`src/mpf_pkg.sv`:
```
// constants, field layout and carrier types of the motor pwm output and fault block
// assumes a 32-bit apb bus, byte addresses, one register per aligned word
package mpf_pkg;

  // ---------------------------------------------------------------
  // sizes
  // ---------------------------------------------------------------
  localparam int NCH  = 6;
  localparam int NGEN = 3;
  localparam int NFLT = 6;
  localparam int AW   = 8;
  localparam int NST  = 3;

  // ---------------------------------------------------------------
  // register byte offsets
  // ---------------------------------------------------------------
  localparam logic [AW-1:0] A_CFG1 = 8'h00;
  localparam logic [AW-1:0] A_CFG2 = 8'h04;
  localparam logic [AW-1:0] A_FEN  = 8'h08;
  localparam logic [AW-1:0] A_FMOD = 8'h0C;
  localparam logic [AW-1:0] A_ENC  = 8'h10;
  localparam logic [AW-1:0] A_OUTC = 8'h14;
  localparam logic [AW-1:0] A_OUTV = 8'h18;
  localparam logic [AW-1:0] A_MASK = 8'h1C;
  localparam logic [AW-1:0] A_STAT = 8'h20;
  localparam logic [AW-1:0] A_IMSK = 8'h24;

  // ---------------------------------------------------------------
  // field positions and write masks
  // ---------------------------------------------------------------
  localparam int F_WP   = 7;
  localparam int F_REV  = 6;
  localparam int F_FLVL = 0;
  localparam int F_CMPL = 1;
  localparam int F_CE   = 0;
  localparam int F_GLD  = 1;
  localparam int F_RST  = 4;
  localparam int F_LDOK = 7;
  localparam int ST_FLT  = 0;
  localparam int ST_COMM = 1;
  localparam int ST_REL  = 2;
  localparam logic [7:0] M_CFG1 = 8'hBF;
  localparam logic [7:0] M_FLT  = 8'h5F;
  localparam logic [1:0] REV_OFF = 2'h0;

  // ---------------------------------------------------------------
  // reset values
  // ---------------------------------------------------------------
  localparam logic [7:0]  RST_CFG = 8'h00;
  localparam logic [9:0]  RST_ENC = 10'h000;
  localparam logic [31:0] RST_RD  = 32'h0000_0000;

  typedef enum logic [1:0] {
    AP_IDLE = 2'b01,
    AP_ACC  = 2'b10
  } mpf_ap_e;

  typedef struct packed {
    logic [NCH-1:0] outc;
    logic [NCH-1:0] outv;
    logic [NCH-1:0] mask;
  } mpf_buf_s;

  typedef struct packed {
    logic outc;
    logic outv;
    logic mask;
    logic dis;
    logic force_on;
    logic flvl;
    logic inv;
  } mpf_chan_ctrl_s;

  typedef struct packed {
    mpf_ap_e         ap;
    logic            pready;
    logic            pslverr;
    logic [31:0]     prdata;
    logic [7:0]      cfg1;
    logic [7:0]      cfg2;
    logic [7:0]      fen;
    logic [7:0]      fmod;
    logic [9:0]      enc;
    mpf_buf_s        sbuf;
    mpf_buf_s        act;
    logic [NFLT-1:0] flt;
    logic [NST-1:0]  stat;
    logic [NST-1:0]  imsk;
    logic            comm_q;
    logic [NCH-1:0]  chan_out;
    logic            reload_ev;
    logic [NGEN-1:0] gen_load;
    logic [NGEN-1:0] gen_restart;
    logic            irq;
  } mpf_state_s;

endpackage

```
`src/mpf_chan_out.sv`:
```
// one output channel: override, mask, fault gating and polarity
// purely combinational; the caller registers the result
`timescale 1ns/1ps

module mpf_chan_out
  import mpf_pkg::*;
(
  input  logic           raw,
  input  mpf_chan_ctrl_s ctrl,
  output logic           pin
);

  logic v;

  always_comb begin
    v = ctrl.outc ? ctrl.outv : raw;
    if (ctrl.mask) begin
      v = 1'b0;
    end
    if (ctrl.dis) begin
      v = 1'b0;
    end
    if (ctrl.force_on) begin
      v = ctrl.flvl;
    end
    pin = v ^ ctrl.inv;
  end

endmodule // mpf_chan_out

```
`src/mpf_top.sv`:
```
// output conditioning, fault protection and configuration of a six-channel pwm unit
// assumes generator counters and deadtime live outside; all inputs synchronous to pclk
//
// Local design decisions: the APB slave port and the register addresses.
`timescale 1ns/1ps

module mpf_top
  import mpf_pkg::*;
(
  input  logic            pclk,
  input  logic            presetn,
  input  logic            ce,
  input  logic            psel,
  input  logic            penable,
  input  logic            pwrite,
  input  logic [AW-1:0]   paddr,
  input  logic [31:0]     pwdata,
  output logic [31:0]     prdata,
  output logic            pready,
  output logic            pslverr,
  input  logic [NCH-1:0]  gen_pwm,
  input  logic [NGEN-1:0] gen_reload,
  input  logic [NGEN-1:0] dead_time_active,
  input  logic [NGEN-1:0] current_status_inputs_n,
  input  logic [NFLT-1:0] fault_inputs,
  input  logic            global_load_ok,
  input  logic            commutation_event,
  output logic [NCH-1:0]  channel_outputs,
  output logic            reload_event_out,
  output logic [NGEN-1:0] gen_load_strobe,
  output logic [NGEN-1:0] gen_restart,
  output logic            irq
);

  mpf_state_s     s_r;
  mpf_state_s     s_nxt;
  logic           wr_acc;
  logic           rd_acc;
  logic           mapped;
  logic [31:0]    rdata;
  logic           wp;
  logic           comm_en;
  logic           comm_evt;
  logic [NGEN-1:0] ld_eff;
  logic [NCH-1:0]  raw_c;
  logic [NCH-1:0]  pin_c;
  logic [NFLT-1:0] fen6;
  logic [NFLT-1:0] fmod6;
  mpf_chan_ctrl_s  cc [NCH];

  // ---------------------------------------------------------------
  // decode
  // ---------------------------------------------------------------
  assign wp       = s_r.cfg1[F_WP];
  assign comm_en  = s_r.enc[F_CE];
  assign wr_acc   = (s_r.ap == AP_ACC) && psel && penable && pwrite;
  assign rd_acc   = (s_r.ap == AP_ACC) && psel && penable && !pwrite;
  assign comm_evt = comm_en && commutation_event && !s_r.comm_q;
  assign fen6     = {s_r.fen[6], s_r.fen[4:0]};
  assign fmod6    = {s_r.fmod[6], s_r.fmod[4:0]};
  assign ld_eff   = (s_r.enc[F_GLD +: NGEN] & {NGEN{global_load_ok}})
                  | (~s_r.enc[F_GLD +: NGEN] & s_r.enc[F_LDOK +: NGEN]);

  always_comb begin
    mapped = 1'b1;
    rdata  = RST_RD;
    case (paddr)
      A_CFG1:  rdata[7:0] = s_r.cfg1;
      A_CFG2:  rdata[7:0] = s_r.cfg2;
      A_FEN:   rdata[7:0] = s_r.fen;
      A_FMOD:  rdata[7:0] = s_r.fmod;
      A_ENC:   rdata[9:0] = s_r.enc;
      A_OUTC:  rdata[NCH-1:0] = s_r.sbuf.outc;
      A_OUTV:  rdata[NCH-1:0] = s_r.sbuf.outv;
      A_MASK:  rdata[NCH-1:0] = s_r.sbuf.mask;
      A_STAT:  rdata[NST-1:0] = s_r.stat;
      A_IMSK:  rdata[NST-1:0] = s_r.imsk;
      default: mapped = 1'b0;
    endcase
  end

  // ---------------------------------------------------------------
  // current status correction, one pair per step
  // ---------------------------------------------------------------
  genvar gp;
  generate
    for (gp = 0; gp < NGEN; gp++) begin : g_pair
      logic corr;
      assign corr = s_r.cfg2[F_CMPL] && dead_time_active[gp];
      assign raw_c[2*gp]   = corr ? !current_status_inputs_n[gp]
                                  : gen_pwm[2*gp];
      assign raw_c[2*gp+1] = corr ? current_status_inputs_n[gp]
                                  : gen_pwm[2*gp+1];
    end
  endgenerate

  // ---------------------------------------------------------------
  // output channels
  // ---------------------------------------------------------------
  genvar gc;
  generate
    for (gc = 0; gc < NCH; gc++) begin : g_chan
      always_comb begin
        cc[gc].outc     = s_r.act.outc[gc];
        cc[gc].outv     = s_r.act.outv[gc];
        cc[gc].mask     = s_r.act.mask[gc];
        cc[gc].dis      = |s_r.flt[3:0];
        cc[gc].force_on = |s_r.flt[5:4];
        cc[gc].flvl     = s_r.cfg2[F_FLVL];
        cc[gc].inv      = s_r.cfg1[gc];
      end
      mpf_chan_out u_chan (
        .raw  (raw_c[gc]),
        .ctrl (cc[gc]),
        .pin  (pin_c[gc])
      );
    end
  endgenerate

  // ---------------------------------------------------------------
  // next state
  // ---------------------------------------------------------------
  always_comb begin
    s_nxt = s_r;
    // apb: zero wait, read data caught in the setup cycle
    case (s_r.ap)
      AP_IDLE: begin
        if (psel && !penable) begin
          s_nxt.ap      = AP_ACC;
          s_nxt.pready  = 1'b1;
          s_nxt.pslverr = !mapped;
          s_nxt.prdata  = rdata;
        end
      end
      AP_ACC: begin
        s_nxt.ap      = AP_IDLE;
        s_nxt.pready  = 1'b0;
        s_nxt.pslverr = 1'b0;
      end
      default: s_nxt.ap = AP_IDLE;
    endcase
    // hardware consumes local load-ok
    s_nxt.enc[F_LDOK +: NGEN] = s_r.enc[F_LDOK +: NGEN] & ~(gen_reload & ld_eff);
    if (wr_acc) begin
      case (paddr)
        A_CFG1: begin
          if (!wp) begin
            s_nxt.cfg1 = pwdata[7:0] & M_CFG1;
          end
          s_nxt.cfg1[F_WP] = wp | pwdata[F_WP];
        end
        A_CFG2: begin
          s_nxt.cfg2[5:0] = pwdata[5:0];
          if (!wp) begin
            s_nxt.cfg2[F_REV +: 2] = pwdata[F_REV +: 2];
          end
        end
        A_FEN: begin
          if (!wp) begin
            s_nxt.fen = pwdata[7:0] & M_FLT;
          end
        end
        A_FMOD:  s_nxt.fmod = pwdata[7:0] & M_FLT;
        A_ENC: begin
          s_nxt.enc[F_CE] = pwdata[F_CE];
          s_nxt.enc[F_LDOK +: NGEN] = pwdata[F_LDOK +: NGEN];
          if (!wp) begin
            s_nxt.enc[F_GLD +: NGEN] = pwdata[F_GLD +: NGEN];
            s_nxt.enc[F_RST +: NGEN] = pwdata[F_RST +: NGEN];
          end
        end
        A_OUTC:  s_nxt.sbuf.outc = pwdata[NCH-1:0];
        A_OUTV:  s_nxt.sbuf.outv = pwdata[NCH-1:0];
        A_MASK:  s_nxt.sbuf.mask = pwdata[NCH-1:0];
        A_IMSK:  s_nxt.imsk = pwdata[NST-1:0];
        default: s_nxt.pslverr = 1'b0;
      endcase
    end
    // buffered copies move only on the event when commutation is on
    if (!comm_en || comm_evt) begin
      s_nxt.act = s_nxt.sbuf;
    end
    s_nxt.comm_q      = commutation_event;
    s_nxt.gen_restart = comm_evt ? s_r.enc[F_RST +: NGEN]
                                 : {NGEN{1'b0}};
    s_nxt.gen_load    = gen_reload & ld_eff;
    s_nxt.reload_ev   = (s_r.cfg2[F_REV +: 2] != REV_OFF)
                      && gen_reload[s_r.cfg2[F_REV +: 2] - 2'd1];
    // faults: manual recovery waits for a status read
    for (int i = 0; i < NFLT; i++) begin
      if (!fault_inputs[i] && (fmod6[i] || (rd_acc && paddr == A_STAT))) begin
        s_nxt.flt[i] = 1'b0;
      end
      if (fen6[i] && fault_inputs[i]) begin
        s_nxt.flt[i] = 1'b1;
      end
    end
    // status: read clears only what was shown, a new event wins
    if (rd_acc && paddr == A_STAT) begin
      s_nxt.stat = s_r.stat & ~s_r.prdata[NST-1:0];
    end
    if (|(s_nxt.flt & ~s_r.flt)) begin
      s_nxt.stat[ST_FLT] = 1'b1;
    end
    if (comm_evt) begin
      s_nxt.stat[ST_COMM] = 1'b1;
    end
    if (s_nxt.reload_ev) begin
      s_nxt.stat[ST_REL] = 1'b1;
    end
    s_nxt.irq      = |(s_nxt.stat & s_nxt.imsk);
    s_nxt.chan_out = pin_c;
  end

  // ---------------------------------------------------------------
  // state register, frozen while ce is low
  // ---------------------------------------------------------------
  always_ff @(posedge pclk or negedge presetn) begin
    if (!presetn) begin
      s_r             <= '0;
      s_r.ap          <= AP_IDLE;
      s_r.cfg1        <= RST_CFG;
      s_r.cfg2        <= RST_CFG;
      s_r.fen         <= RST_CFG;
      s_r.fmod        <= RST_CFG;
      s_r.enc         <= RST_ENC;
      s_r.prdata      <= RST_RD;
    end else if (ce) begin
      s_r <= s_nxt;
    end
  end

  assign prdata           = s_r.prdata;
  assign pready           = s_r.pready;
  assign pslverr          = s_r.pslverr;
  assign channel_outputs  = s_r.chan_out;
  assign reload_event_out = s_r.reload_ev;
  assign gen_load_strobe  = s_r.gen_load;
  assign gen_restart      = s_r.gen_restart;
  assign irq              = s_r.irq;
endmodule // mpf_top

```
`config.mk`:
```
export PLATFORM = sky130hd
export DESIGN_NAME = mpf_top
export DESIGN_NICKNAME = d
export VERILOG_FILES = /design/src/mpf_pkg.sv /design/src/mpf_chan_out.sv /design/src/mpf_top.sv
export SDC_FILE = /design/constraint.sdc
export NUM_CORES = 1
export LEC_CHECK = 0
export ABC_AREA = 1
export BUFFER_PORTS_ARGS = -buffer_cell sky130_fd_sc_hd__buf_2
export CAP_MARGIN = 20
export CORE_MARGIN = 2
export CORE_UTILIZATION = 30
export CTS_CLUSTER_SIZE = 16
export DETAILED_ROUTE_END_ITERATION = 12
export SETUP_SLACK_MARGIN = 0.02
export SYNTH_ARGS = -nofsm -noshare
export SYNTH_HDL_FRONTEND = slang
export SYNTH_SLANG_ARGS = --single-unit
```
`constraint.sdc`:
```
create_clock -name pclk -period 2.6 [get_ports pclk]
set_input_delay 0.39 -clock pclk [delete_from_list [all_inputs] [get_ports pclk]]
set_output_delay 0.39 -clock pclk [all_outputs]
set_load 0.02 [all_outputs]
```
==> results of run 1 <==
## sequential cells by signal (all words and copies together) (netlist names), 3 cells and up
signal / flops
cc: 25
fen6: 6
gen_load_strobe: 3
prdata: 10
channel_outputs: 6
fmod6: 6
gen_restart: 3
s_r: 50
## stage by stage
step / utilization / instance area, um^2
floorplan: - / 6445
global placement: 0.3227 / 6763
detailed placement: 0.3227 / 6763
CTS: 0.3475 / 7282
global route: 0.3475 / 7282
finish: 0.3475 / 7282
## Yosys cell counts, types with 4 or more instances
library cell  number
buf_6              4
o21ai_2           30
inv_2              5
o22ai_1            5
nor2_1            40
clkbuf_1           6
nor2_4             8
inv_1             91
dfrtp_1          113
buf_4             45
nand2_2            8
o21ai_1            4
nand4_1            5
buf_2             12
nand2_1          284
o21ai_0          105
nand3_1           50
## per-layer routing
layer	global-route usage	share of wire
met1	0.2264	0.47
met3	0.03628	0.062
met2	0.2617	0.45
met5	0	0
met4	0.04858	0.017
## layout by cell type (no fill, tap or decap)
| master | count |
|---|---|
| o22ai_1 | 5 |
| or2_2 | 2 |
| ha_1 | 3 |
| nand2_2 | 8 |
| a21oi_1 | 3 |
| clkinv_2 | 7 |
| o2111ai_1 | 1 |
| a31oi_1 | 1 |
| dfstp_2 | 1 |
| o21ai_1 | 4 |
| dfrtp_1 | 113 |
| o21a_1 | 2 |
| clkbuf_8 | 3 |
| nor3_1 | 1 |
| clkbuf_1 | 6 |
| inv_2 | 5 |
| nor2_8 | 1 |
| nor2_4 | 8 |
| nand3_4 | 1 |
| o21ai_0 | 105 |
| buf_2 | 71 |
| clkbuf_16 | 17 |
| nand3_1 | 50 |
| inv_1 | 91 |
| buf_4 | 9 |
| buf_12 | 1 |
| nand3b_1 | 3 |
| o211ai_1 | 1 |
| nand4_1 | 5 |
| o21ai_2 | 30 |
| nor2_2 | 3 |
| nor2_1 | 40 |
| conb_1 | 22 |
| nand2_1 | 284 |
| nor3_2 | 1 |
## power by group
part / internal, mW / total, mW / switching, mW / leakage (nW)
registers: 1.92 / 1.99 / 0.0720 / 1.53
clock network: 1.28 / 2.06 / 0.780 / 0.262
logic: 0.229 / 0.729 / 0.499 / 1.81
total: 3.43 / 4.78 / 1.35 / 3.61
## how the worst max path moves through the flow
| stage | start | endpoint | slack (ns) | depth (start not counted) |
|---|---|---|---|---|
| 2_1_floorplan | s_r[139] | cc[6] | 1.02 | 10 |
| 3_3_place_gp | s_r[139] | cc[41] | 0.58 | 9 |
| 3_5_place_dp | s_r[139] | s_r[57] | 0.54 | 9 |
| 4_1_cts | s_r[139] | s_r[57] | 0.51 | 9 |
| 5_1_grt | s_r[139] | s_r[57] | 0.33 | 9 |
| 6_report | s_r[139] | s_r[57] | 0.50 | 9 |
## logic make-up after synthesis
kind of cell             count (synthesis)
adder cells (fa/ha/maj)                  3
AO/OA/AOI/OAI                          152
flip-flops                             114
buffers and inverters                  165
other                                    1
AND/OR/NAND/NOR                        407
## cell type report
type	count	area, um^2	share of cell area
clock inverters	6	30.03	0.004124
well taps	275	344.1	0.04725
multi-input cells	584	2756	0.3785
flip-flops and latches	114	2854	0.3919
repair buffers	81	442.9	0.06082
clock buffers	26	489.2	0.06718
inverters	97	365.4	0.05017
==> flow_summary.yaml, run 1 <==
outcome:
  status: "finished, final reports clean"
critical_path:
  timing.rr.end: "s_r[57]"
  crit_chain: "inv_1 -> ha_1 -> nand4_1 -> inv_2 -> nand2_1 -> nand2_1 -> o21ai_2 -> nand2_1 -> o21ai_0"
  critical-path-top-delay-family: "simple AND/OR/NAND/NOR gates"
  start_kind: "flop"
  reg2reg_depth: 9
  cp-end-kind: "flop"
  arrival_ns: 2.42
  slowest_delay_ns: 0.54
  critPathBufInv: 2
  path_class: "flop to flop"
  reg2reg_setup_slack_ns: 0.50
  r2r-start: "s_r[139]"
  worstPathMaxFanout: 12
  worst_path_max_delay_cell: "dfstp_2"
  cp.required_ns: 2.93
  cp_common_cell: "nand2_1"
min_path:
  hold_path.class: "input pin to asynchronous set/reset pin"
grt:
  grt_start_max_net_pins: 54
  grt.total_usage: 0.1651
  grt_pass1_wl_um: 28070
  overflow: 0
  grt_pass1_vias: 5107
  antenna_found_initial: 0
timing:
  finalMaxSlewViolations: 0
  post-route-period-util: 0.8061
  max-slew-margin-rel: 0.5059
  setup_tns_ns: 0
  layout_setup_ws_ns: 0.5042
  hold_ws_ns: 0.03005
  rsz0062_at_grt: "no"
  tightest_slew_ns: 0.7411
  fin_crit_ns: 2.096
  finalHoldViolCount: 0
  setup_violations: 0
  max_freq_mhz: 477.2
  skew_ns: 0.01044
synthesis:
  ys.flop_type: "dfrtp_1"
  post_synth_inst_count: 842
  ys_warn_count: 0
  yosysTopAreaCell: "dfrtp_1"
  synth.mux.area_fraction: 0
  post-synth-top-area-fraction: 0.4442
  synthAdderAreaFrac: 0.005896
  synth_area_per_cell_um2: 7.561
  ys_seq_elements: 114
  synth_xor_area_frac: 0
  synthSimpleGateAreaFrac: 0.2740
  syn_area_um2: 6366
  synthArstFlopShare: 1.000
  synth.area.top_cells: "dfrtp_1 44%, nand2_1 17%, o21ai_0 8.3%"
  synth-seq-area-share: 0.4483
  ys_types: 34
  synth_top_family_by_area: "simple AND/OR/NAND/NOR gates"
  synth_edf_count: 0
  synth_compound_area_frac: 0.1401
placed_design:
  hpwl_um: 12880
  place_ws_ns: 0.5383
  place.gp.congestion: 0.8580
  place_inst: 1151
  portBuffers: 72
die:
  io_pins: 117
  rows: 53
  dieArea_um2: 22400
  die_width_um: 149.7
  core-area_um2: 20960
  initial_core_util: 0.3038
  die_y_um: 149.7
cts:
  post-cts-setup-buffer-count: 0
  hold_buffers: 0
  clock-sinks: 114
  cts.clk_slew.worst_paths_ns: 0.05
  cts_tree: "built"
  cts_root_buf: "clkbuf_16"
  clkLatencyLatePin_ns: 0.42
  htree_levels: 4
  cts_buffers: 17
  cts_resized: 0
  clk_path_buf_depth: 2
cells_and_area:
  area_delta_synth_final_pct: 14.39
  fill_cells: 2256
  drive_above_1_share: 0.1850
  fin_cells: 1183
  fin_nets: 967
  diodes: 0
power_and_ir_drop:
  power.leakage_nw: 3.607
  cellPowerDensity_nw_per_um2: 656.9
  vdd_drop_max_v: 0.0003050
  fin_total_pwr_mw: 4.784
detailed_routing:
  vias: 5454
  dr.pass1.iters: 5
  remaining_drc_errors: 0
  drtIter0Drc: 496
  ant_nets: 0
  wl_per_cell_um: 14.92
  wl_um: 17650
  vias_per_cell: 4.610
flow_run:
  cap_violations: 0
Note: power is estimated with default switching activity, not from simulation.
==> run 2: changes to the inputs <==
Clock period 2.6 ns to 2.1 ns, I/O delays scaled along.
==> flow_summary.yaml, run 2 (synthesized netlist as in run 1, its figures left out) <==
outcome:
  status: "finished, violations left"
  violations: "negative hold slack"
die:
  core-area_um2: 20960
  dieArea_um2: 22400
  io_pins: 117
  initial_core_util: 0.3038
  die_width_um: 149.7
  die_y_um: 149.7
  rows: 53
timing:
  hold_ws_ns: -0.06783
  rsz0062_at_grt: "yes"
  fin_crit_ns: 1.969
  finalMaxSlewViolations: 0
  layout_setup_ws_ns: 0.1310
  setup_tns_ns: 0
  setup_violations: 0
  finalHoldViolCount: 26
  post-route-period-util: 0.9376
  max_freq_mhz: 507.9
  tightest_slew_ns: 0.6626
  skew_ns: 0.01729
  max-slew-margin-rel: 0.5583
critical_path:
  r2r-start: "s_r[139]"
  crit_start: "s_r[139]"
  worstPathMaxFanout: 12
  path_class: "flop to flop"
  start_kind: "flop"
  reg2reg_depth: 10
  cp-end-kind: "flop"
  reg2reg_setup_slack_ns: 0.13
  arrival_ns: 2.30
  timing.rr.end: "cc[13]"
  cp.required_ns: 2.43
cts:
  htree_levels: 4
  clock-sinks: 114
  clk_path_buf_depth: 2
  post-cts-setup-buffer-count: 0
  cts.clk_slew.worst_paths_ns: 0.06
  cts_tree: "built"
  clkLatencyLatePin_ns: 0.43
  cts_buffers: 17
  cts_root_buf: "clkbuf_16"
cells_and_area:
  largest-register: "s_r"
  drive_above_1_share: 0.1925
  seq_area_um2: 2854
  final_common_cell: "nand2_1"
  fill_cells: 2256
  diodes: 0
  fin_nets: 968
  layout_common_cells: "284 x nand2_1, 113 x dfrtp_1, 105 x o21ai_0, 91 x inv_1, 71 x buf_2"
  final_area_um2: 7376
  multi_input_area_um2: 2761
  largest_reg_flops: 50
  area_delta_synth_final_pct: 15.86
  fin_cells: 1184
detailed_routing:
  ant_nets: 0
  vias_per_cell: 4.544
  remaining_drc_errors: 0
  dr.pass1.iters: 5
  wl_per_cell_um: 14.55
  drtIter0Drc: 461
  vias: 5380
  wl_um: 17230
power_and_ir_drop:
  p_clk_frac: 0.461
  cellPowerDensity_nw_per_um2: 845.9
  cell_internal_pwr_mw: 4.464
  swShare: 0.2846
  p_seq_frac: 0.395
  fin_total_pwr_mw: 6.239
  power.leakage_nw: 3.631
  vdd_drop_max_v: 0.0003824
  total_switching_power_mw: 1.776
  combPwrFrac: 0.144
placed_design:
  dpl_cell_area_um2: 6783
  hpwl_um: 12550
  place.gp.congestion: 0.8570
  place_inst: 1152
  portBuffers: 72
  place_ws_ns: 0.1786
grt:
  antenna_found_initial: 0
  grt_pass1_vias: 5018
  grt_pass1_wl_um: 27320
  grt.total_usage: 0.1615
  overflow: 0
  grt_start_max_net_pins: 115
flow_run:
  cap_violations: 0
min_path:
  hold_path.class: "input pin to asynchronous set/reset pin"
[run 2: cell types whose count changed in the layout (fill, tap and decap cells not counted), moves of 2 or more]
cell        change
clkbuf_1        -6
clkinvlp_4      +5
clkinv_2        -2
bufinv_16       +2
[run 2: timing repair]
item,in CTS,in global routing
endpoints found under the hold margin,0,0
hold buffers,0,0
endpoints found under the setup margin,0,2
resized for setup,0,1
[run 2: layout make-up]
type | count | share of cell area
flip-flops and latches | 114 | 0.3869
multi-input cells | 584 | 0.3744
repair buffers | 82 | 0.06277
clock buffers | 19 | 0.06141
inverters | 97 | 0.04953
well taps | 275 | 0.04665
clock inverters | 13 | 0.01832
[run 2: how the worst max path moves through the flow]
| stage | endpoint | slack, ns | depth (start not counted) |
|---|---|---|---|
| after floorplan | cc[6] | 0.52 | 10 |
| after global placement | fmod6[4] | 0.24 | 7 |
| after detailed placement | fmod6[2] | 0.18 | 7 |
| after CTS | fmod6[2] | 0.16 | 7 |
| after global routing | cc[4] | 0.001 | 9 |
| final | cc[13] | 0.13 | 10 |
[run 2: through the flow]
stage          hold slack, ns  utilization
6_report             -0.06783       0.3520
5_1_grt               0.02379       0.3520
4_1_cts               0.01619       0.3517
3_5_place_dp           0.4630       0.3237
3_3_place_gp           0.4580       0.3237
2_1_floorplan         0.01941            -
[run 2: critical path, stage by stage (launching register included)]
cell and delay, ns:
dfstp_2 0.54, inv_1 0.04, ha_1 0.21, nand4_1 0.25
inv_2 0.18, nand2_1 0.10, buf_4 0.21, nand2_1 0.08
o21ai_2 0.10, nand2_1 0.06, o21ai_0 0.09
[run 2: routing by layer]
metal	global-route usage	vias to the layer above	part of all wire
li1	-	2715	-
met1	0.2200	2530	0.47
met2	0.2557	121	0.47
met3	0.03567	14	0.046
met4	0.05142	0	0.012
met5	0	-	0
[run 2: power by group through the flow]
stage	registers [mW]	clock network, mW	logic [mW]
global placement	2.50	0	0.891
detailed placement	2.50	0	0.901
global route	2.49	3.04	1.02
floorplan	2.51	0	0.637
finish	2.47	2.88	0.898
CTS	2.47	2.93	0.910
